===== src/design/dual_uart_defines.vh =====
// Constants shared by the dual serial unit design files
`ifndef DUAL_UART_DEFINES_VH
`define DUAL_UART_DEFINES_VH
// Register offsets
`define OFS_DATA      3'h0
`define OFS_IER       3'h1
`define OFS_IIR       3'h2
`define OFS_FMT       3'h3
`define OFS_HSO       3'h4
`define OFS_LINK      3'h5
`define OFS_HSI       3'h6
`define OFS_SCRATCH   3'h7
// Frame format fields
`define FMT_LEN_LO    0
`define FMT_LEN_HI    1
`define FMT_STOP      2
`define FMT_PAR_EN    3
`define FMT_EVEN      4
`define FMT_STICK     5
`define FMT_BREAK     6
`define FMT_DIV_SEL   7
// Reset values
`define RST_BYTE      8'h00
`define RST_DIV       16'h0001
`define RST_DIV_LO    8'h01
`define MODE_ARM      3'h7
`define RST_IIR       8'h01
`define RST_HSO       8'h00
// Timing in sixteenth-bit ticks
`define TICKS_BIT     5'h10
`define TICKS_HALF    5'h08
`define TICKS_ONEHALF 5'h18
`define TICKS_TWO     6'h20
// Receiver sub-tick preset: start sample lands near mid-bit
`define RX_SUB_START  4'h9
`define TICK_MAX      4'hF
`define LEN_BASE      4'h5
`endif


===== src/design/baud_tick_gen.v =====
// Baud divider producing the sixteen-times bit-rate tick
`include "dual_uart_defines.vh"
module baud_tick_gen (
	input  wire        core_clk,
	input  wire        reset,
	input  wire [15:0] divisor,
	input  wire        reload,
	output reg         tick
);
	reg [15:0] count_q;

	always @(posedge core_clk or posedge reset) begin
		if (reset) begin
			count_q <= `RST_DIV;
			tick    <= 1'b0;
		end else if (reload) begin
			count_q <= divisor;
			tick    <= 1'b0;
		end else if (count_q <= 16'h0001) begin
			count_q <= divisor; // Divisor of zero behaves as one
			tick    <= 1'b1;
		end else begin
			count_q <= count_q - 16'h0001;
			tick    <= 1'b0;
		end
	end
endmodule // baud_tick_gen


===== src/design/serial_channel.v =====
// One complete serial channel: registers, transmitter and receiver
`include "dual_uart_defines.vh"
module serial_channel (
	input  wire       core_clk,
	input  wire       reset,
	input  wire       ext_mode,
	input  wire       sel,
	input  wire [2:0] addr,
	input  wire       rd_stb,
	input  wire       wr_stb,
	input  wire [7:0] wdata,
	output reg  [7:0] rdata,
	input  wire       serial_in,
	output wire       serial_output_pin
);
	reg  [7:0] fmt_q, ier_q, hso_q, scr_q, tcr_q, div_lo_q, div_hi_q;
	reg  [7:0] thr_q, rbr_q;
	reg        tx_holding_empty_flag_q, dr_q, oe_q, pe_q, fe_q, bi_q;
	wire       tick;
	wire       wr = sel & wr_stb;
	wire       rd = sel & rd_stb;
	wire       dsel = fmt_q[`FMT_DIV_SEL];
	wire [3:0] nbits = `LEN_BASE + {2'b00, fmt_q[`FMT_LEN_HI:`FMT_LEN_LO]};
	wire       reload = wr & dsel & (addr == `OFS_DATA || addr == `OFS_IER);

	// Per-channel baud generator
	baud_tick_gen u_baud (
		.core_clk (core_clk),
		.reset    (reset),
		.divisor  ({div_hi_q, div_lo_q}),
		.reload   (reload),
		.tick     (tick)
	);

	// Parity bit: stick, even or odd
	function par_of;
		input [7:0] d;
		input [3:0] n;
		input [7:0] f;
		reg         x;
		begin
			x = ^(d & ((8'h01 << n) - 8'h01));
			if (f[`FMT_STICK])
				par_of = ~f[`FMT_EVEN];
			else
				par_of = f[`FMT_EVEN] ? x : ~x;
		end
	endfunction

	// Transmitter
	localparam TX_IDLE = 4'b0001, TX_START = 4'b0010;
	localparam TX_DATA = 4'b0100, TX_STOP  = 4'b1000;
	reg [3:0] tx_st_q;
	reg [7:0] tx_sh_q;
	reg [3:0] tx_cnt_q, tx_sub_q;
	reg       tx_par_q, tx_line_q, tx_pdone_q;
	reg [5:0] stop_len;
	always @* begin
		// stop length by format
		// Six bits: two full stops do not fit in five
		if (!fmt_q[`FMT_STOP])
			stop_len = {1'b0, `TICKS_BIT};
		else if (fmt_q[`FMT_LEN_HI:`FMT_LEN_LO] == 2'b00)
			stop_len = {1'b0, `TICKS_ONEHALF};
		else
			stop_len = `TICKS_TWO;
	end
	reg [5:0] stop_cnt_q;
	wire      tx_bit_end = tick & (tx_sub_q == `TICK_MAX);
	always @(posedge core_clk or posedge reset) begin
		if (reset) begin
			tx_st_q <= TX_IDLE;
			tx_sh_q <= `RST_BYTE;
			tx_cnt_q <= 4'h0;
			tx_sub_q <= 4'h0;
			tx_par_q <= 1'b0;
			tx_pdone_q <= 1'b0;
			stop_cnt_q <= 6'h00;
			tx_line_q <= 1'b1;
		end else begin
			if (tick)
				tx_sub_q <= tx_sub_q + 4'h1;
			case (tx_st_q)
			TX_IDLE: begin
				tx_line_q <= 1'b1;
				if (!tx_holding_empty_flag_q && tick) begin
					tx_sh_q <= thr_q;
					tx_par_q <= par_of(thr_q, nbits, fmt_q);
					tx_sub_q <= 4'h0; // Full sixteen ticks of start
					tx_cnt_q <= 4'h0;
					tx_pdone_q <= 1'b0;
					tx_line_q <= 1'b0;
					tx_st_q <= TX_START;
				end
			end
			TX_START: if (tx_bit_end) begin
				tx_st_q <= TX_DATA;
				tx_line_q <= tx_sh_q[0];
			end
			TX_DATA: if (tx_bit_end) begin
				if (tx_cnt_q + 4'h1 < nbits) begin
					tx_cnt_q <= tx_cnt_q + 4'h1;
					tx_sh_q <= {1'b0, tx_sh_q[7:1]};
					tx_line_q <= tx_sh_q[1];
				end else if (fmt_q[`FMT_PAR_EN] && !tx_pdone_q) begin
					tx_pdone_q <= 1'b1;
					tx_line_q <= tx_par_q;
				end else begin
					tx_line_q <= 1'b1;
					stop_cnt_q <= 6'h01;
					tx_st_q <= TX_STOP;
				end
			end
			TX_STOP: if (tick) begin
				if (stop_cnt_q >= stop_len)
					tx_st_q <= TX_IDLE;
				stop_cnt_q <= stop_cnt_q + 6'h01;
			end
			default: tx_st_q <= TX_IDLE;
			endcase
		end
	end
	wire transmitter_idle_flag = (tx_st_q == TX_IDLE) & tx_holding_empty_flag_q;
	assign serial_output_pin = tx_line_q & ~fmt_q[`FMT_BREAK];

	// Receive input synchroniser
	reg rx_s1_q, rx_s2_q;
	always @(posedge core_clk or posedge reset) begin
		if (reset) begin
			rx_s1_q <= 1'b1;
			rx_s2_q <= 1'b1;
		end else begin
			rx_s1_q <= serial_in;
			rx_s2_q <= rx_s1_q;
		end
	end

	// Receiver; samples mid-bit
	localparam RX_IDLE = 4'b0001, RX_START = 4'b0010;
	localparam RX_DATA = 4'b0100, RX_STOP  = 4'b1000;
	reg [3:0] rx_st_q, rx_cnt_q, rx_sub_q;
	reg [7:0] rx_sh_q;
	reg       rx_pdone_q, rx_par_q, rx_allz_q, rx_wait_q;
	reg       rx_done, rx_fe, rx_pe, rx_bi;
	wire      rx_mid = tick & (rx_sub_q == `TICK_MAX);
	always @(posedge core_clk or posedge reset) begin
		if (reset) begin
			rx_st_q <= RX_IDLE;
			rx_cnt_q <= 4'h0;
			rx_sub_q <= 4'h0;
			rx_sh_q <= `RST_BYTE;
			rx_pdone_q <= 1'b0;
			rx_par_q <= 1'b0;
			rx_allz_q <= 1'b0;
			rx_wait_q <= 1'b0;
			rx_done <= 1'b0;
			rx_fe <= 1'b0;
			rx_pe <= 1'b0;
			rx_bi <= 1'b0;
		end else begin
			rx_done <= 1'b0;
			if (tick)
				rx_sub_q <= rx_sub_q + 4'h1;
			case (rx_st_q)
			RX_IDLE: begin
				// After a break the line must return to mark
				if (rx_s2_q)
					rx_wait_q <= 1'b0;
				if (tick && !rx_s2_q && !rx_wait_q) begin
					rx_sub_q <= `RX_SUB_START;
					rx_st_q <= RX_START;
				end
			end
			RX_START: if (rx_mid) begin
				rx_cnt_q <= 4'h0;
				rx_pdone_q <= 1'b0;
				rx_allz_q <= 1'b1;
				rx_sh_q <= `RST_BYTE;
				rx_st_q <= rx_s2_q ? RX_IDLE : RX_DATA; // Glitch reject
			end
			RX_DATA: if (rx_mid) begin
				rx_allz_q <= rx_allz_q & ~rx_s2_q;
				if (rx_cnt_q < nbits) begin
					rx_sh_q[rx_cnt_q[2:0]] <= rx_s2_q;
					rx_cnt_q <= rx_cnt_q + 4'h1;
					if (rx_cnt_q + 4'h1 == nbits && !fmt_q[`FMT_PAR_EN])
						rx_st_q <= RX_STOP;
				end else begin
					rx_par_q <= rx_s2_q;
					rx_st_q <= RX_STOP;
				end
			end
			RX_STOP: if (rx_mid) begin
				rx_fe <= ~rx_s2_q;
				rx_bi <= rx_allz_q & ~rx_s2_q;
				rx_pe <= fmt_q[`FMT_PAR_EN] &
					(rx_par_q != par_of(rx_sh_q, nbits, fmt_q));
				rx_done <= 1'b1;
				rx_wait_q <= rx_allz_q & ~rx_s2_q;
				// Framing error: treat the low as the next start
				rx_st_q <= RX_IDLE;
			end
			default: rx_st_q <= RX_IDLE;
			endcase
		end
	end

	// Register writes and status flags; a set beats a read clear
	wire rd_link = rd & (addr == `OFS_LINK);
	always @(posedge core_clk or posedge reset) begin
		if (reset) begin
			fmt_q <= `RST_BYTE;
			ier_q <= `RST_BYTE;
			hso_q <= `RST_HSO;
			scr_q <= `RST_BYTE;
			tcr_q <= `RST_BYTE;
			div_lo_q <= `RST_DIV_LO;
			div_hi_q <= `RST_BYTE;
			thr_q <= `RST_BYTE;
			rbr_q <= `RST_BYTE;
			tx_holding_empty_flag_q <= 1'b1;
			{dr_q, oe_q, pe_q, fe_q, bi_q} <= 5'h00;
		end else begin
			if (wr) begin
				case (addr)
				`OFS_DATA: if (dsel) div_lo_q <= wdata;
					else thr_q <= wdata;
				`OFS_IER: if (dsel) div_hi_q <= wdata;
					else ier_q <= {4'h0, wdata[3:0]};
				`OFS_IIR:     tcr_q <= wdata & 8'h10;
				`OFS_FMT:     fmt_q <= wdata;
				`OFS_HSO:     hso_q <= {3'h0, wdata[4:0]};
				`OFS_SCRATCH: if (ext_mode) scr_q <= wdata;
				default: ;
				endcase
			end
			if (wr && addr == `OFS_DATA && !dsel)
				tx_holding_empty_flag_q <= 1'b0;
			else if (tx_st_q == TX_IDLE && !tx_holding_empty_flag_q && tick)
				tx_holding_empty_flag_q <= 1'b1;
			if (rx_done) begin
				rbr_q <= rx_sh_q;
				dr_q <= 1'b1;
			end else if (rd && addr == `OFS_DATA && !dsel)
				dr_q <= 1'b0;
			oe_q <= (rx_done & dr_q) | (oe_q & ~rd_link);
			pe_q <= (rx_done & rx_pe) | (pe_q & ~rd_link);
			fe_q <= (rx_done & rx_fe) | (fe_q & ~rd_link);
			bi_q <= (rx_done & rx_bi) | (bi_q & ~rd_link);
		end
	end

	// Read mux
	// status readable anytime
	always @* begin
		case (addr)
		`OFS_DATA:    rdata = dsel ? div_lo_q : rbr_q;
		`OFS_IER:     rdata = dsel ? div_hi_q : ier_q;
		`OFS_IIR:     rdata = `RST_IIR;
		`OFS_FMT:     rdata = fmt_q;
		`OFS_HSO:     rdata = hso_q;
		`OFS_LINK:    rdata = {1'b0, ext_mode ? transmitter_idle_flag : (tx_st_q == TX_IDLE),
			tx_holding_empty_flag_q, bi_q, fe_q, pe_q, oe_q, dr_q};
		`OFS_HSI:     rdata = `RST_BYTE;
		`OFS_SCRATCH: rdata = ext_mode ? scr_q : `RST_BYTE;
		default:      rdata = `RST_BYTE;
		endcase
	end
endmodule // serial_channel


===== src/design/dual_serial_unit.v =====
// Top of the dual serial unit: two channels behind one host byte bus
`include "dual_uart_defines.vh"
module dual_serial_unit (
	input  wire       core_clk,
	input  wire       reset,
	input  wire       compat_mode_select_pin,
	input  wire       channel_select_line,
	input  wire [2:0] addr,
	input  wire       rd_stb,
	input  wire       wr_stb,
	input  wire [7:0] wdata,
	output reg  [7:0] rdata,
	input  wire       serial_in_a,
	input  wire       serial_in_b,
	output wire       serial_output_pin_a,
	output wire       serial_output_pin_b
);
	reg        mode_s1_q, mode_s2_q, ext_mode_q;
	reg  [2:0] arm_q;
	wire [7:0] rdata_a, rdata_b;

	// latch mode at release
	// Pin is synchronised first, so the mode settles on the third edge
	always @(posedge core_clk or posedge reset) begin
		if (reset) begin
			mode_s1_q  <= 1'b0;
			mode_s2_q  <= 1'b0;
			ext_mode_q <= 1'b0;
			arm_q      <= `MODE_ARM;
		end else begin
			mode_s1_q <= compat_mode_select_pin;
			mode_s2_q <= mode_s1_q;
			arm_q     <= {arm_q[1:0], 1'b0};
			if (arm_q[2])
				ext_mode_q <= mode_s2_q; // Frozen after arming
		end
	end

	serial_channel u_chan_a (
		.core_clk          (core_clk),
		.reset             (reset),
		.ext_mode          (ext_mode_q),
		.sel               (channel_select_line),
		.addr              (addr),
		.rd_stb            (rd_stb),
		.wr_stb            (wr_stb),
		.wdata             (wdata),
		.rdata             (rdata_a),
		.serial_in         (serial_in_a),
		.serial_output_pin (serial_output_pin_a)
	);
	serial_channel u_chan_b (
		.core_clk          (core_clk),
		.reset             (reset),
		.ext_mode          (ext_mode_q),
		.sel               (~channel_select_line),
		.addr              (addr),
		.rd_stb            (rd_stb),
		.wr_stb            (wr_stb),
		.wdata             (wdata),
		.rdata             (rdata_b),
		.serial_in         (serial_in_b),
		.serial_output_pin (serial_output_pin_b)
	);

	// Registered read data, valid the cycle after the strobe
	always @(posedge core_clk or posedge reset) begin
		if (reset)
			rdata <= `RST_BYTE;
		else
			rdata <= channel_select_line ? rdata_a : rdata_b;
	end
endmodule // dual_serial_unit


===== config.mk =====
export PLATFORM = sky130hd
export DESIGN_NAME = dual_serial_unit
export DESIGN_NICKNAME = d
export VERILOG_FILES = /design/src/design/baud_tick_gen.v /design/src/design/serial_channel.v /design/src/design/dual_serial_unit.v
export VERILOG_INCLUDE_DIRS = /design/src /design/src/design
export SDC_FILE = /design/constraint.sdc
export NUM_CORES = 1
export LEC_CHECK = 0
export BUFFER_PORTS_ARGS = -buffer_cell sky130_fd_sc_hd__buf_2
export CORE_UTILIZATION = 40
export CTS_CLUSTER_DIAMETER = 40
export DETAILED_ROUTE_END_ITERATION = 12
export SLEW_MARGIN = 20
export SYNTH_ARGS = -nofsm -noshare
export SYNTH_HDL_FRONTEND = slang
export SYNTH_HIERARCHICAL = 1
export SYNTH_SLANG_ARGS = --single-unit

===== constraint.sdc =====
create_clock -name core_clk -period 9.5 [get_ports core_clk]
set_clock_uncertainty 0.2 [all_clocks]
set_input_delay 0.475 -clock core_clk [delete_from_list [all_inputs] [get_ports core_clk]]
set_output_delay 0.475 -clock core_clk [all_outputs]
set_load 0.1 [all_outputs]

-- After elaboration in Yosys (flattened, before gate mapping)
Cells that the tools add are included.
- add/subtract/negate cells: 16
- magnitude comparators: 12
- equal/unequal tests: 63
- shift-type cells: 2
- mux-type cells: 171
- bitwise logic cells: 67
- reductions and logical operators: 96
- operators with widths (kind ; count):
    $mux W4 ; 50
    $mux W8 ; 19
    $pmux W8 S8 ; 2
    $mux W6 ; 12
    $mux W16 ; 4
    $pmux W4 S4 ; 4
    $pmux W8 S2 ; 4
    $mux W1 ; 56
    $reduce_and A3 Y1 ; 18
    $ne A2 B1 Y1 const B ; 24
    $and A1 B1 Y1 ; 38
    $add A4 B1 Y4 const B ; 8
    $and A8 B8 Y8 ; 4
    $eq A4 B4 Y1 const B ; 8
    $le A16 B1 Y1 const B ; 2
    $pmux W4 S2 ; 4
    $reduce_xor A8 Y1 ; 4
    $sub A16 B1 Y16 const B ; 2
    $reduce_and A5 Y1 ; 6
    $logic_and A1 B1 Y1 ; 24
    $pmux W6 S2 ; 2
    $reduce_bool A2 Y1 ; 12
    $not A1 Y1 ; 17
    $bwmux W8 ; 2
    31 further kinds ; 101
- bits in registers: 290
- input bits: 19
- output and inout port bits: 10
- logic and storage cells: 506

-- Logic depth before layout (Yosys ltp)
- depth in word-level cells: 12
- depth in mapped cells: 12
- depth with buffers taken out: 11

-- Cells and area by module
The synthesis kept the hierarchy.
- modules (own cells, without submodules) (module ; instances ; cells each ; area each (sq um) ; sequential area each (sq um)):
    serial_channel at u_chan_b ; 1 ; 611 ; 6493.7 ; 3036.7
    serial_channel at u_chan_a ; 1 ; 610 ; 6427.4 ; 3036.7
    baud_tick_gen ; 2 ; 95 ; 925.9 ; 426.7
    dual_serial_unit ; 1 ; 27 ; 508.0 ; 354.1

-- Worst setup path before layout
OpenSTA, ideal clock, no wires.
- kind: register to register
- start: register u_chan_b.fmt_q[0]
- end: register u_chan_b.rx_sh_q[0]
- setup time: 95 ps
- data arrival time: 2462 ps
- data required time: 9205 ps
- slack: 6742 ps
- cell stages (with the launch flop): 11
- path buffers: 0
- period minus slack after synthesis: 2758 ps
- cell sequence: dfrtp_1 inv_1 ha_1 inv_1 ha_1 nor2b_1 o21a_1 o21a_1 nor3_4 or3b_2 o31ai_1
- longest elaborated chain between the ends: 4
- ends and longest elaborated chain (what ; line ; source):
    start, declared ; serial_channel.v:16 ; reg [7:0] fmt_q, ier_q, hso_q, scr_q, tcr_q, div_lo_q, div_hi_q;
    start signal, assigned ; serial_channel.v:212 ; fmt_q <= `RST_BYTE;
    start signal, assigned ; serial_channel.v:231 ; `OFS_FMT: fmt_q <= wdata;
    $add A3 B2 Y4 (no line) ; n/a ;
    $lt A4 B4 Y1 ; serial_channel.v:183 ; if (rx_cnt_q < nbits) begin
    $ne A2 B1 Y1 (no line) ; n/a ;
    $reduce_and A4 Y1 (no line) ; n/a ;
    end signal, assigned ; serial_channel.v:151 ; rx_sh_q <= `RST_BYTE;
    end signal, assigned ; serial_channel.v:178 ; rx_sh_q <= `RST_BYTE;
    end signal, assigned by index ; serial_channel.v:184 ; rx_sh_q[rx_cnt_q[2:0]] <= rx_s2_q;
    end, declared ; serial_channel.v:142 ; reg [7:0] rx_sh_q;
Every way passes these cells.
A chain may end at the register's enable or synchronous reset.

-- Worst setup path after layout
Same ends and word-level chain as after synthesis.

==> results.cfg <==
[run_status]
status = finished, final reports clean

[clocking]
cts_tree = built
clock-root-buffer = clkbuf_16
insertion_delay_ns = 0.57
clkSinkCount = 290
clk_pin_slew_ns = 0.06
clockBufferDepth = 3
cts_buffers = 51
h-tree-depth = 2
post_cts_resized = 0

[global_routing]
grt_overflow = 0
antenna_found_initial = 0
grt_most_used_layer = met2
gr-usage-met3_pct = 3.57
use_met1_pct = 27.6
grt_pass1_vias = 10908
grt_use_met2_pct = 29.2
grt.total_usage_pct = 19.3
grt_first_pass_wirelength_um = 59800
grt_start_max_net_pins = 76

[logic_synthesis]
synthArstFlopShare_pct = 100
synth-main-ff-cell = dfrtp_1
synth.top_cell.area_share_pct = 44.4
yosysTopAreaCell = dfrtp_1
yosysWarnings = 6
synth_area_leaders = dfrtp_1, mux2_2, ha_1, dfstp_2, nor2_1
synth_edf_count = 0
synth_fp_nets = 1503
synth-seq-cells = 290
syn_avg_cell_area_um2 = 10.6
yosysSeqAreaShare_pct = 47.6
syn-cell-area_um2 = 15300
syn_inst = 1438
synthDistinctLibCells = 82

[pwr]
max-vdd-ir-drop_mv = 0.125
power_per_cell_area_nw_per_um2 = 227
leakage_nw = 7.90

[worst_setup_path]
cp.arrival_ns = 3.35
crit_path_start_kind = flip-flop
cpPeakStageDelay_ns = 0.53
worstSetupPathType = flip-flop to flip-flop
crit_required_ns = 9.77
regToRegSetupSlack_ns = 6.42
cp_max_fo = 8
crit_slowest_cell = or3b_2
cp_cell_sequence = inv_1 > ha_1 > inv_1 > ha_1 > nor2b_1 > o21a_1 > o21a_1 > nor3_4 > or3b_2 > o31ai_1
end_kind = flip-flop

[detailed_routing]
vias = 10872
ant_nets = 0
wire_per_inst_um = 17.7
drc_errors = 0
wirelength_um = 36000
drt_iter0_drc = 687
via_per_inst = 5.37
firstDrtPassIters = 5

[timing]
fmax_ghz = 0.325
slew_headroom_pct = 36.7
worst_pin_slew_ns = 0.949
report.final.slew_viol_count = 0
finalSetupViolCount = 0
finalCritPeriodShare_pct = 32.4
worst_slack_ns = 6.42
layout_min_cycle_time_ns = 3.08
timing.setup.tns_ns = 0
hold_viol = 0
rsz0062_at_grt = false
hold_ws_ns = 0.0804

[floorplanning]
die_h_um = 197
ios = 29
num_rows = 71
die_w_um = 197
start_util_pct = 40.6
die_area_um2 = 39000
core_area_um2 = 37700

[final_layout]
drive_above_1_share_pct = 20.7
final_cell_mix = dfrtp_1, nor2_1, mux2_2
diodes = 0
mostFrequentLayoutCell = dfrtp_1
post-route-util_pct = 46.9
nNetsFinal = 1539
final-instance-count-excl-fill = 2026
area_growth_pct = 15.5

[place]
pre_cts_ws_ns = 6.21
place_congestion = 0.888
hpwl_um = 24700
numPortBuffers = 28
place_inst = 1928

[worst_hold_path]
hold_path_class = input pin to flip-flop

[run]
max-cap-violations = 0
[worst max-delay path: cells and delay by family, from the launching register on]
family	cells	cell delay [ns]
flops	1	0.41
compound gates	3	0.59
buf+inv	2	0.24
simple gates	3	0.94
fa+ha+maj	2	0.62
[path summary, 6_finish.rpt]
check,startpoint,endpoint,depth (start not counted)
worst min-delay path,rd_stb,u_chan_b/dr_q,3
worst max register to register,u_chan_b/fmt_q[0],u_chan_b/rx_sh_q[0],10
worst max-delay path,u_chan_b/fmt_q[0],u_chan_b/rx_sh_q[0],10
min in group asynchronous,reset,rdata[4],3
worst min register to register,u_chan_a/rx_s1_q,u_chan_a/rx_s2_q,0
max in group asynchronous,reset,u_chan_a/rx_st_q[3],4
[layout make-up]
cell class              count  area [µm²]
fillers                  3520       20000
multi-input cells        1036        7550
flip-flops and latches    290        7280
clock buffers              64        1420
well taps                 511         639
clock inverters            30         298
repair buffers             40         244
inverters                  55         216
[cells by family (layout without fill, tap and decap cells)]
group | Yosys count | after routing | synth area share, %
AO/OA/AOI/OAI | 310 | 310 | 13.1
buffers and inverters | 112 | 189 | 3.11
adder cells (fa/ha/maj) | 46 | 46 | 3.77
flip-flops | 290 | 290 | 47.6
XOR/XNOR | 70 | 70 | 4.28
multiplexers | 174 | 174 | 12.8
other | 1 | 1 | 0.0245
AND/OR/NAND/NOR | 435 | 435 | 15.3
[through the flow]
step | power (mW) | area [µm²]
6_report | 4.01 | 17600
5_1_grt | 4.21 | 17600
4_1_cts | 4.07 | 17600
3_5_place_dp | 2.23 | 15900
3_3_place_gp | 2.21 | 15900
2_1_floorplan | 2.06 | 15300
[report_power, final]
group / leakage [nW] / total (mW) / switching [mW] / internal [mW]
Sequential: 3.77 / 1.60 / 0.187 / 1.41
Clock: 0.830 / 1.80 / 0.649 / 1.15
Combinational: 3.30 / 0.619 / 0.325 / 0.294
[synthesized netlist by cell type (21+ instances only)]
cell / number
dfrtp_1: 271
nor2_1: 130
mux2_2: 119
nand2_1: 105
o21ai_0: 78
a21oi_1: 69
inv_1: 54
xnor2_1: 47
ha_1: 46
mux2i_1: 44
clkbuf_1: 31
nand3_1: 26
nand2b_1: 22
nor2b_1: 21
[what timing repair did]
item,4_1_cts,5_1_grt
setup buffers,0,0
endpoints found under the hold margin,90,0
hold buffers,4,0
[sequential cells by signal, summed over array words and instances (netlist names), 8 cells and up]
signal and count:
u_chan_b/rbr_q 8, u_chan_b/scr_q 8, u_chan_a/fmt_q 8, u_chan_b/u_baud/count_q 16, u_chan_b/thr_q 8, u_chan_a/thr_q 8, u_chan_a/rx_sh_q 8, u_chan_b/tx_sh_q 8
rdata 8, u_chan_a/div_lo_q 8, u_chan_a/scr_q 8, u_chan_a/tx_sh_q 8, u_chan_b/rx_sh_q 8, u_chan_a/u_baud/count_q 16, u_chan_a/div_hi_q 8, u_chan_b/fmt_q 8
u_chan_a/rbr_q 8, u_chan_b/div_lo_q 8, u_chan_b/div_hi_q 8
[routing by layer]
layer | share of wire, % | vias up
met5 | 0 | -
met4 | 2.7 | 0
met3 | 4.2 | 69
met2 | 44 | 193
met1 | 49 | 5355
li1 | - | 5255
Note: power is estimated with default switching activity, not from simulation.
